### src/lst_pkg.sv
// package for the link controller self-test sequencer
// assumes one 200 MHz clock domain and an Avalon-MM register bus
package lst_pkg;
	localparam int unsigned ADDR_W = 4;
	// register byte offsets
	localparam logic [ADDR_W-1:0] OFS_PRIM_CMD = 4'h4;
	localparam logic [ADDR_W-1:0] OFS_BUS_CTRL = 4'h8;
	// field positions
	localparam int unsigned FAIL_BIT    = 4;
	localparam int unsigned AVAIL_BIT   = 6;
	localparam int unsigned TEST_EN_BIT = 4;
	localparam int unsigned USER_PRIMITIVE_CODE_LSB   = 8;
	localparam int unsigned CODE_W      = 4;
	localparam int unsigned PROVIDER_PRIMITIVE_CODE_LSB   = 0;
	localparam logic [CODE_W-1:0] USER_PRIMITIVE_CODE_SELF_TEST = 4'h5;
	localparam logic [15:0] CLEAR_AVAIL_VAL = 16'h0040;
	// result codes
	localparam logic [CODE_W-1:0] RES_PASS  = 4'h0;
	localparam logic [CODE_W-1:0] RES_RESET = 4'h1;
	localparam logic [CODE_W-1:0] RES_RAM   = 4'h2;
	localparam logic [CODE_W-1:0] RES_ALU   = 4'h3;
	localparam logic [CODE_W-1:0] RES_TIMER = 4'h4;
	localparam logic [CODE_W-1:0] RES_TXRX  = 4'h5;
	localparam logic [CODE_W-1:0] RES_REGS  = 4'h6;
	localparam logic [CODE_W-1:0] RES_DEV   = 4'h7;
	localparam int unsigned NUM_UNITS = 6;
	// timing
	localparam int unsigned CLK_MHZ      = 200;
	localparam int unsigned LIMIT_MS     = 75;
	localparam int unsigned REF_MHZ      = 10;
	localparam int unsigned LIMIT_CYCLES = LIMIT_MS * 1000 * REF_MHZ;
	localparam int unsigned UNIT_CYCLES  = 16;
	localparam logic [31:0] RESET_VAL    = 32'h0;
	typedef enum logic [2:0] {
		ST_IDLE, ST_RUN, ST_POST, ST_DONE
	} lst_state_t;
endpackage

### src/lst_unit_check.sv
// one unit check: lfsr signature over a fixed number of cycles
// assumes start is a single pulse; done held until next start, ok until the next done
`timescale 1ns/1ps
`default_nettype none
module lst_unit_check
	import lst_pkg::*;
#(
	parameter logic [15:0] SEED = 16'hace1
) (
	// clock and reset
	input  wire logic ref_clk,
	input  wire logic reset_n,
	// control
	input  wire logic start,
	input  wire logic force_fault,
	// result
	output logic      done,
	output logic      ok
);
	logic [15:0] lfsr_ff, nxt_lfsr;
	logic [4:0]  cnt_ff, nxt_cnt;
	logic        run_ff, nxt_run;
	logic        done_ff, nxt_done;
	logic        ok_ff, nxt_ok;
	logic [15:0] golden;

	// signature of the seed after UNIT_CYCLES steps, constant per instance
	function automatic logic [15:0] step(input logic [15:0] v);
		step = {v[14:0], v[15] ^ v[13] ^ v[12] ^ v[10]};
	endfunction
	function automatic logic [15:0] sig(input logic [15:0] s);
		logic [15:0] v;
		v = s;
		for (int i = 0; i < UNIT_CYCLES; i++) begin
			v = step(v);
		end
		sig = v;
	endfunction
	assign golden = sig(SEED);

	always_comb begin
		nxt_lfsr = lfsr_ff;
		nxt_cnt  = cnt_ff;
		nxt_run  = run_ff;
		nxt_done = done_ff;
		nxt_ok   = ok_ff;
		if (start) begin
			nxt_lfsr = SEED ^ {15'h0, force_fault};
			nxt_cnt  = 5'h0;
			nxt_run  = 1'b1;
			nxt_done = 1'b0;
		end else if (run_ff) begin
			nxt_lfsr = step(lfsr_ff);
			nxt_cnt  = cnt_ff + 5'h1;
			if (cnt_ff == 5'(UNIT_CYCLES - 1)) begin
				nxt_run  = 1'b0;
				nxt_done = 1'b1;
				nxt_ok   = (step(lfsr_ff) == golden);
			end
		end
	end

	always_ff @(posedge ref_clk or negedge reset_n) begin
		if (!reset_n) begin
			lfsr_ff <= 16'h0;
			cnt_ff  <= 5'h0;
			run_ff  <= 1'b0;
			done_ff <= 1'b0;
			ok_ff   <= 1'b0;
		end else begin
			lfsr_ff <= nxt_lfsr;
			cnt_ff  <= nxt_cnt;
			run_ff  <= nxt_run;
			done_ff <= nxt_done;
			ok_ff   <= nxt_ok;
		end
	end

	assign done = done_ff;
	assign ok   = ok_ff;
endmodule
`default_nettype wire

### config.mk
export PLATFORM = sky130hd
export DESIGN_NAME = lst_unit_check
export DESIGN_NICKNAME = d
export VERILOG_FILES = /design/src/lst_pkg.sv /design/src/lst_unit_check.sv
export SDC_FILE = /design/constraint.sdc
export NUM_CORES = 1
export LEC_CHECK = 0
export ABC_AREA = 1
export ABC_CLOCK_PERIOD_IN_PS = 1450
export BUFFER_PORTS_ARGS = -buffer_cell sky130_fd_sc_hd__buf_2
export CAP_MARGIN = 10
export CORE_ASPECT_RATIO = 1.4
export CORE_MARGIN = 2
export CORE_UTILIZATION = 50
export CTS_CLUSTER_DIAMETER = 120
export DETAILED_ROUTE_END_ITERATION = 7
export PLACE_DENSITY_LB_ADDON = 0.2
export SYNTH_ARGS = -nofsm -noshare
export SYNTH_HDL_FRONTEND = slang
export SYNTH_SLANG_ARGS = --single-unit
### constraint.sdc
create_clock -name ref_clk -period 1.45 [get_ports ref_clk]
set_input_delay 0.0725 -clock ref_clk [delete_from_list [all_inputs] [get_ports ref_clk]]
set_output_delay 0.0725 -clock ref_clk [all_outputs]
set_load 0.1 [all_outputs]
After elaboration in Yosys (flattened, before gate mapping)
Index checks and enable logic that the tools add are counted.
W data, S select, Z words.
- bitwise operators: 5
- equality and inequality tests: 2
- multiplexer cells: 10
- reduce and logical (&&, ||, !) cells: 4
- add/sub/neg operators: 1
- operators with widths (cell ; count):
    $mux W16 ; 2
    $eq A16 B16 Y1 const B ; 1
    $mux W5 ; 2
    $not A1 Y8 ; 1
    $mux W1 ; 6
    $add A5 B1 Y5 const B ; 1
    $eq A5 B4 Y1 const B ; 1
    $reduce_bool A2 Y1 ; 2
    $reduce_and A3 Y1 ; 1
    $xor A1 B1 Y1 ; 3
    $reduce_and A2 Y1 ; 1
    $not A1 Y1 ; 1
- flip-flop bits (word level): 24
- output and inout port bits: 2
- bits of input ports: 4
- logic and storage cells: 27

Logic depth before layout (Yosys ltp)
Gate-level depths: netlist of run 1.
- depth after elaboration: 5
- depth in mapped cells: 8
- depth with buffers taken out: 8

Least setup slack after synthesis of run 1
OpenSTA, ideal clock, no wires.
- kind: register -> register
- start point: register cnt_ff[0]
- end point: register ok_ff (netlist: ok)
- setup time: 0.124 ns
- required time: 1.326 ns
- arrival time: 1.133 ns
- path buffers: 0
- stages on the path, launching flop included: 9
- period minus slack after synthesis: 1.257 ns
- slack: 0.193 ns
- path through: dfrtp_1 ha_1 nand2_1 nor2_1 ha_1 nand2_2 nand2_1 inv_1 o21bai_1
- cells in the longest elaborated chain, start to end: 2
- RTL lines (element ; RTL line ; RTL):
    start, declared ; lst_unit_check.sv:21 ; logic [4:0] cnt_ff, nxt_cnt;
    start signal, assigned ; lst_unit_check.sv:72 ; cnt_ff <= nxt_cnt;
    $eq A5 B4 Y1 ; lst_unit_check.sv:55 ; if (cnt_ff == 5'(UNIT_CYCLES - 1)) begin
    $reduce_and A3 Y1 (no source line) ; n/a ;
    end signal, assigned ; lst_unit_check.sv:75 ; ok_ff <= nxt_ok;
    end, declared ; lst_unit_check.sv:24 ; logic ok_ff, nxt_ok;
No other way between the ends.
A chain may end at the register's enable or synchronous reset.

Worst setup path in the final report of run 1
Ends and elaborated chain as after synthesis.

==> results list, run 1 <==
- Counting every sink on the clock net gives 24.
- Total DRC errors in the routed layout: 0
* Endpoint type of the worst setup path: flop
- The critical path runs through a total of 8 cells.
- For this run, the detailed router's first-pass iteration total came to 2.
- Sequential share of power: between 60% and 70%
- Post-synthesis async set-or-reset flop share: 100.0%
- The Yosys step of the flow raised 0 warnings.
- TritonCTS built the clock tree.
- WL per Instance: ~13 µm
- In this run, distinct cell masters in the synthesized netlist total 19.
* Data arrival time of the critical path: between 1.5 and 2 ns
- The initial utilization of the core area, before any placement, comes to around 54%.
- The startpoint identified for the worst hold timing path is force_fault.
- Clock-pin slew was measured on the worst setup and hold paths at about 0.12 ns.
- Internal power comes to ~900 µW.
- Count of filler cells inserted in the layout: 184
* Crit Path Category: reg -> reg
- For this run the aggregate overflow at the end of global routing stands at 0.
- CTS built an H-tree with a depth of 1.
- Setup slack of the worst register-to-register path: around 0.047 ns
- EDFF count, synth: 0
* Number of primary I/O pins: 6
* Clock tree root driver cell: sky130_fd_sc_hd__clkbuf_4
* Total negative slack for setup checks: 0 ns
- Total power: approximately 1.2 mW
- After floorplanning, the core was sized to cover 1997 µm².
* Worst-skew pair later-pin latency: between 0.3 and 0.4 ns
* Highest fanout seen on the critical path: 4
- Sink of the worst hold path: lfsr_ff[0]$_DFFE_PN0P_
* Worst Max-Slew Pin Slew: around 0.53 ns
- For the finished layout, the period the worst path requires is about 1.4 ns.
- Kind of path behind the tightest hold check: in -> reg
* Worst vdd ir: 0.7593 mV
- From synthesis to final layout, the design area changed by 12.65%.
- PD cells: slightly below 1000 nW/µm²
- For this run, the top clock speed supported by timing is approximately 710 MHz.
- Cells fill about three fifths of the core in the end.
- First-pass GRT wire length: 3581 µm
* Kind of cell adding the most delay to the critical path: flip-flops
- Mean Syn Cell Area: around 9 µm²
* Count of state elements after synthesis: 24
* Initial antenna violation count: 0
- Buffers inserted during clock tree synthesis total 3.
- Kind of start point of the critical path: flop
- After routing the design area is approximately 1200 µm².
- Measured in cells, the most critical reg-to-reg path has a length of 8.
* Max-capacitance violation count: 0
- The floorplan step defined a die boundary enclosing 2550 µm².
- The post-route netlist has a little over 20% of its cells at a drive strength greater than 1.
- Combined global-route utilization of all metal layers: between 10% and 20%
- Share of synthesized area occupied by flip-flops and latches: 55.68%
- Buffers added on ports: 5
- Required time of the critical path: between 1.5 and 2 ns
- Setup repair after global routing could not meet its margin everywhere.
- Multi-input gate area: around 380 µm²
* Largest net degree at the start of global routing: 25
- Gate power share: 10.6%
- Hold violation total from the final report: 0
- P_leak: 0.6213 nW
* Setup violation total in the final timing report: 0
- HPWL after detailed placement: between 1000 and 1500 µm
* Endpoint of the worst-slack reg-to-reg timing path: ok$_DFFE_PN0P_
- Measured against its own limit, the worst slew margin works out to between 60 and 70%.
- The clock network is responsible for between 20 and 30% of the overall power.
* Worst Skew: between 0.002 and 0.003 ns
- Top_reg_cell synth: sky130_fd_sc_hd__dfrtp_1
- Fraction of the cycle the final worst path needs: roughly 97%
- CP max stage cell: sky130_fd_sc_hd__dfrtp_1
- Together, buffers and inverters on the worst path number 1.
- The net count of the finished layout is ~140.
- The number of antenna diodes in the final layout is 0.
- Counting every net in the synthesized netlist gives ~130.
- The number of max-slew violations in the final report was 0.
* Routability cong.: between 0.7 and 0.8
- Via count normalized by instance count: around 5.3
* Status: complete, no violations
* Starting DRC count in detailed routing: 13
- The count of nets left with antenna violations once routing finished came out at 0.
- Post-synthesis instance area: around 1100 µm²
- Synthesized instance count: between 100 and 150
* WHS Path Cells: 4
* Post-Place Cell Area: between 1000 and 1500 µm²
* Switching portion of total power: 24.05%
- Total net switching power: 286.4 µW
- Peak per-stage delay on the critical path: roughly 0.42 ns
* Number of global-route vias before repair: 890
- Start of the worst register-to-register path: cnt_ff[0]$_DFFE_PN0P_
- Num rows: 19
- The signal on the critical path passes through ha_2 -> nand2_2 -> nor2_2 -> ha_2 -> nand2_2 -> nand2_1 -> inv_1 -> o21bai_1.
- Die H: roughly 59 µm
- Buffer depth of the longest clock path: 2
- Summing over every cut layer, the via total after detailed routing is between 800 and 900.
- Width of the die: between 40 and 50 µm
- Drt total wl: around 2100 µm
- The sequential cells in the finished layout cover a total of ~600 µm².
==> logic make-up after synthesis <==
group | synth area share [%]
adder cells (fa/ha/maj) | 2.320
AND/OR/NAND/NOR | 17.05
AO/OA/AOI/OAI | 14.85
flip-flops | 55.68
buffers and inverters | 10.09
==> Yosys cell counts, types with 2 or more instances <==
| library cell | number | area [µm²] |
|---|---|---|
| sky130_fd_sc_hd__o21ai_0 | 3 | 15.01 |
| sky130_fd_sc_hd__nor2_1 | 9 | 33.78 |
| sky130_fd_sc_hd__o22ai_1 | 9 | 56.30 |
| sky130_fd_sc_hd__inv_2 | 3 | 11.26 |
| sky130_fd_sc_hd__a22oi_1 | 7 | 52.55 |
| sky130_fd_sc_hd__nand2_1 | 30 | 112.6 |
| sky130_fd_sc_hd__a21oi_1 | 3 | 15.01 |
| sky130_fd_sc_hd__inv_1 | 21 | 78.83 |
| sky130_fd_sc_hd__ha_1 | 2 | 25.02 |
| sky130_fd_sc_hd__dfrtp_1 | 24 | 600.6 |
==> worst register-to-register path: stages, from the launching register on <==
cell and delay, ns:
sky130_fd_sc_hd__dfrtp_1 0.42, sky130_fd_sc_hd__ha_2 0.20, sky130_fd_sc_hd__nand2_2 0.06, sky130_fd_sc_hd__nor2_2 0.10
sky130_fd_sc_hd__ha_2 0.21, sky130_fd_sc_hd__nand2_2 0.07, sky130_fd_sc_hd__nand2_1 0.07, sky130_fd_sc_hd__inv_1 0.03
sky130_fd_sc_hd__o21bai_1 0.14
==> cells in the final DEF (no fill, tap or decap), types with 3 or more instances in the layout <==
cell,instances
sky130_fd_sc_hd__nor2_2,3
sky130_fd_sc_hd__nand2_1,29
sky130_fd_sc_hd__a21oi_1,3
sky130_fd_sc_hd__o22ai_1,9
sky130_fd_sc_hd__inv_1,20
sky130_fd_sc_hd__buf_2,5
sky130_fd_sc_hd__clkbuf_4,3
sky130_fd_sc_hd__dfrtp_1,24
sky130_fd_sc_hd__o21ai_0,3
sky130_fd_sc_hd__inv_2,4
sky130_fd_sc_hd__buf_4,6
sky130_fd_sc_hd__nor2_1,7
sky130_fd_sc_hd__a22oi_1,7
==> per-stage QoR <==
step / hold slack (ns) / worst slack (ns) / instances
global route: 0.08132 / -0.07020 / 155
floorplan: -0.2231 / 0.1929 / 120
CTS: 0.04351 / 0.04085 / 151
detailed placement: 0.08171 / 0.08783 / 146
finish: 0.04682 / 0.04731 / 155
global placement: 0.07549 / 0.1666 / 146
==> cell type report <==
class / count / share of cell area [%]
Tap cell: 21 / 2.163
Sequential cell: 24 / 49.43
Clock buffer: 4 / 2.987
Multi-Input combinational cell: 70 / 31.41
Timing Repair Buffer: 12 / 6.591
Inverter: 24 / 7.415
==> routing by layer <==
metal  GRT usage [%]  vias to the layer above  wire [µm]
met5               0                        -          0
met4           13.42                        0         89
met3           1.840                        8         28
met2           31.13                        9       1040
met1           23.33                      386        916
li1                -                      411          -
==> worst max-delay path by stage <==
stage / to / slack [ns] / startpoint
after floorplan: ok$_DFFE_PN0P_ / 0.19 / cnt_ff[0]$_DFFE_PN0P_
after global placement: ok$_DFFE_PN0P_ / 0.17 / cnt_ff[0]$_DFFE_PN0P_
after detailed placement: ok$_DFFE_PN0P_ / 0.09 / cnt_ff[0]$_DFFE_PN0P_
after CTS: ok$_DFFE_PN0P_ / 0.04 / cnt_ff[0]$_DFFE_PN0P_
after global routing: ok$_DFFE_PN0P_ / -0.07 / cnt_ff[0]$_DFFE_PN0P_
final: ok$_DFFE_PN0P_ / 0.05 / cnt_ff[0]$_DFFE_PN0P_
==> flip-flops by register name, indices dropped and copies added, names as in the netlist <==
name,flops
lfsr_ff,16
done,1
ok,1
cnt_ff,5
run_ff,1
==> timing repair <==
| item | in CTS | in global routing |
|---|---|---|
| setup endpoints to repair | 0 | 1 |
| hold endpoints to repair | 24 | 0 |
| hold buffers | 1 | 0 |
| gates resized for setup | 0 | 6 |
| buffers inserted | 0 | 4 |
==> power by group through the flow <==
| stage | logic (mW) | clock network [mW] | registers (mW) |
|---|---|---|---|
| 6_report | 0.126 | 0.344 | 0.721 |
| 5_1_grt | 0.147 | 0.377 | 0.726 |
| 4_1_cts | 0.114 | 0.357 | 0.721 |
| 3_5_place_dp | 0.112 | 0 | 0.734 |
| 3_3_place_gp | 0.109 | 0 | 0.732 |
| 2_1_floorplan | 0.0763 | 0 | 0.729 |
Power figures use the tool's default switching activity.
==> run 2: changes to the inputs <==
--- a/config.mk
+++ b/config.mk
@@ -15,6 +15,7 @@
 export CTS_CLUSTER_DIAMETER = 120
 export DETAILED_ROUTE_END_ITERATION = 7
 export PLACE_DENSITY_LB_ADDON = 0.2
+export REMOVE_ABC_BUFFERS = 1
 export SYNTH_ARGS = -nofsm -noshare
 export SYNTH_HDL_FRONTEND = slang
 export SYNTH_SLANG_ARGS = --single-unit
==> run 2 against run 1 <==
  * Largest cell class unchanged
  * Highest routed layer unchanged
  * Critical endpoint unchanged
  * Maximum frequency rose by 1.2%
  * Core utilization fell by 1.6 points
  * Critical path depth did not move
  * Worst setup slack improved by 0.017 ns
  * Critical path type unchanged
==> results list, run 2 (synthesized netlist as in run 1, its figures left out) <==
- The hold violation total from the final report was 0.
- Hold path startpoint: force_fault
- Total grt overflow: 0
- The first global-routing pass estimated 3491 µm of wire.
- Setup violation total in the final timing report: 0
- The die is 58.96 µm tall.
- During I/O placement, the number of pins put on the boundary was 6.
* Worst vdd ir: between 0.5 and 0.6 mV
* Cells along the critical path: ha_2 -> nand2_2 -> nor2_2 -> ha_2 -> inv_1 -> nor2_1 -> nand3_1 -> o21bai_1
- Ranked by flip-flop count, first place goes to lfsr_ff.
- Largest net degree at the start of global routing: 25
- Required time of the critical path: between 1.5 and 2 ns
- Ant. Diodes: 0
- Across the run, the number of max-cap violations was 0.
- The die covers 2550 µm².
* WHS Path Cells: 4
* Routability cong.: 0.8031
- The largest single stage delay on the critical path is 0.40 ns.
- The number of clock buffers added by TritonCTS is 3.
* CTS HTree Levels: 1
- Number of global-route vias before repair: about 800
- Combined global-route utilization of all metal layers: 18.30%
- The worst setup path is launched from a flop.
- Dividing total power by cell area gives a power density of 952.2 nW/µm².
- Clock skew on the completed layout was measured at 0.002239 ns.
* P_leak: approximately 0.60 nW
* Setup repair after global routing missed its margin: true
- Start of the worst register-to-register path: cnt_ff[1]$_DFFE_PN0P_
* Most common cell after layout, fill and taps aside: sky130_fd_sc_hd__nand2_1
- The largest registers in the layout are lfsr_ff (16), cnt_ff (5).
- Post-route worst setup slack: 0.06404 ns
- CP max stage cell: sky130_fd_sc_hd__dfrtp_1
- Cell repeated most along the worst path: sky130_fd_sc_hd__ha_2
- After the first detailed-routing iteration, the DRC count stood at 13.
- Data arrival time of the critical path: 1.63 ns
- Buffer depth of the longest clock path: 2
- Total DRC errors in the routed layout: 0
- Number of cells on the worst reg-to-reg path: 8
- Worst max-slew margin expressed relative to the limit: 65.18%
- Across all hold checks on the routed design, the worst slack comes to between 0.06 and 0.07 ns.
- Detail Route Antenna Nets: 0
* Leading cell types in the layout, fill and taps excluded: sky130_fd_sc_hd__nand2_1 (29), sky130_fd_sc_hd__dfrtp_1 (24), sky130_fd_sc_hd__inv_1 (21), sky130_fd_sc_hd__o22ai_1 (9), sky130_fd_sc_hd__nor2_1 (8)
- Sink of the worst hold path: lfsr_ff[0]$_DFFE_PN0P_
- Endpoint of the worst-slack reg-to-reg timing path: ok$_DFFE_PN0P_
- The number of antenna violations at the first check in global routing is 0.
* Sinks on Clock Net: 24
- Prior to clock tree synthesis, the placed netlist has a worst setup slack of approximately 0.06 ns.
- In the final design database the tool counted 139 nets.
- Via count: a little over 800
* CTS tree: built
- Kind of path behind the tightest hold check: in -> reg
* Num rows: 19
* Clock tree root driver cell: sky130_fd_sc_hd__clkbuf_4
- Pre-Repair DR Iteration Count: 4
- P&R area growth vs syn: 9.745%
- Flip-flop count of the largest register, all copies and words added: 16
- Total negative slack for setup checks: 0 ns
* HPWL after detailed placement: ~1500 µm
- The later pin in the worst-skew pair is clocked with a latency of a little over 0.3 ns.
* Fraction of layout instances using a drive strength above 1: between 15 and 20%
* Total power: 1.127 mW
* WL per Instance: around 14 µm
* Number of placed cells counting well taps: 146
* Clock-pin slew of the registers on the worst-case setup and hold paths: between 0.1 and 0.15 ns
* Via count normalized by instance count: 5.447
- In this run the worst path has a maximum fanout of 3.
- For this configuration, the core starts out at a cell density of around 54%.
- Fraction of the cycle the final worst path needs: 95.58%
- Setup slack of the worst register-to-register path: around 0.064 ns
- Worst Max-Slew Pin Slew: 0.5223 ns
- From left edge to right edge, the die measures 43.25 µm.
- After floorplanning, the core was sized to cover ~2000 µm².
* Endpoint type of the worst setup path: flop
* Slew Viols, Final: 0
- Buffers placed on the I/O ports in this run total 5.
* Crit Path Category: reg -> reg
- Final critical path time including I/O delays and setup: around 1.4 ns
- Number of cells in the finished layout apart from fillers: about 150
- Peak clock frequency supported by timing: ~720 MHz
* Drt total wl: approximately 2100 µm
- The flow ran to the end, and the final reports show no timing, DRC or antenna violations.
[run 2: cell types whose count changed in the layout (fill, tap and decap cells not counted)]
| cell | before | now |
|---|---|---|
| sky130_fd_sc_hd__inv_2 | 4 | 3 |
| sky130_fd_sc_hd__inv_1 | 20 | 21 |
| sky130_fd_sc_hd__clkbuf_8 | 1 | 0 |
| sky130_fd_sc_hd__nor2_1 | 7 | 8 |
| sky130_fd_sc_hd__buf_4 | 6 | 4 |
| sky130_fd_sc_hd__nor2_2 | 3 | 2 |
[run 2: stage by stage]
| step | utilization [%] | cell area, µm² |
|---|---|---|
| final | 59.27 | 1184 |
| after global routing | 59.27 | 1184 |
| after CTS | 58.02 | 1159 |
| after detailed placement | 56.39 | 1126 |
| after global placement | 56.39 | 1126 |
| after floorplan | - | 1060 |
[run 2: what timing repair did]
action	CTS	global route
gates resized for setup	0	4
endpoints found under the hold margin	24	0
hold buffers	1	0
setup endpoints to repair	0	1
setup buffers	0	2
[run 2: report_power, final]
group	internal (mW)	switching (mW)	total, mW
sequential	0.702	0.0198	0.721
clock	0.0971	0.190	0.287
combinational	0.0439	0.0752	0.119
total	0.842	0.285	1.13
[run 2: area by class of cell]
type                            count  area, µm²
Inverter                           24      90.09
Clock buffer                        3      22.52
Tap cell                           21      26.28
Multi-Input combinational cell     70      379.1
Sequential cell                    24      600.6
Fill cell                         180      813.3
Timing Repair Buffer               10      65.06
[run 2: worst max-delay path by stage]
stage	end	from	cells after the start
6_report	ok$_DFFE_PN0P_	cnt_ff[1]$_DFFE_PN0P_	8
5_1_grt	ok$_DFFE_PN0P_	cnt_ff[1]$_DFFE_PN0P_	8
4_1_cts	ok$_DFFE_PN0P_	cnt_ff[0]$_DFFE_PN0P_	8
3_5_place_dp	ok$_DFFE_PN0P_	cnt_ff[0]$_DFFE_PN0P_	8
3_3_place_gp	ok$_DFFE_PN0P_	cnt_ff[0]$_DFFE_PN0P_	8
2_1_floorplan	ok$_DFFE_PN0P_	cnt_ff[0]$_DFFE_PN0P_	8
[run 2: worst max-delay path: cells and delay by family (launching register included)]
kind	cells	cell delay (ns)
AO/OA/AOI/OAI	1	0.14
adder cells (fa/ha/maj)	2	0.41
buffers and inverters	1	0.04
flip-flops	1	0.40
AND/OR/NAND/NOR	4	0.34
[run 2: metal layers]
layer  vias up  share of wire, %  track usage (%)
met1       403                46            23.34
met3         6               2.0            1.840
met4         0               2.3            7.792
met5         -                 0                0
li1        404                 -                -
met2        15                50            31.34
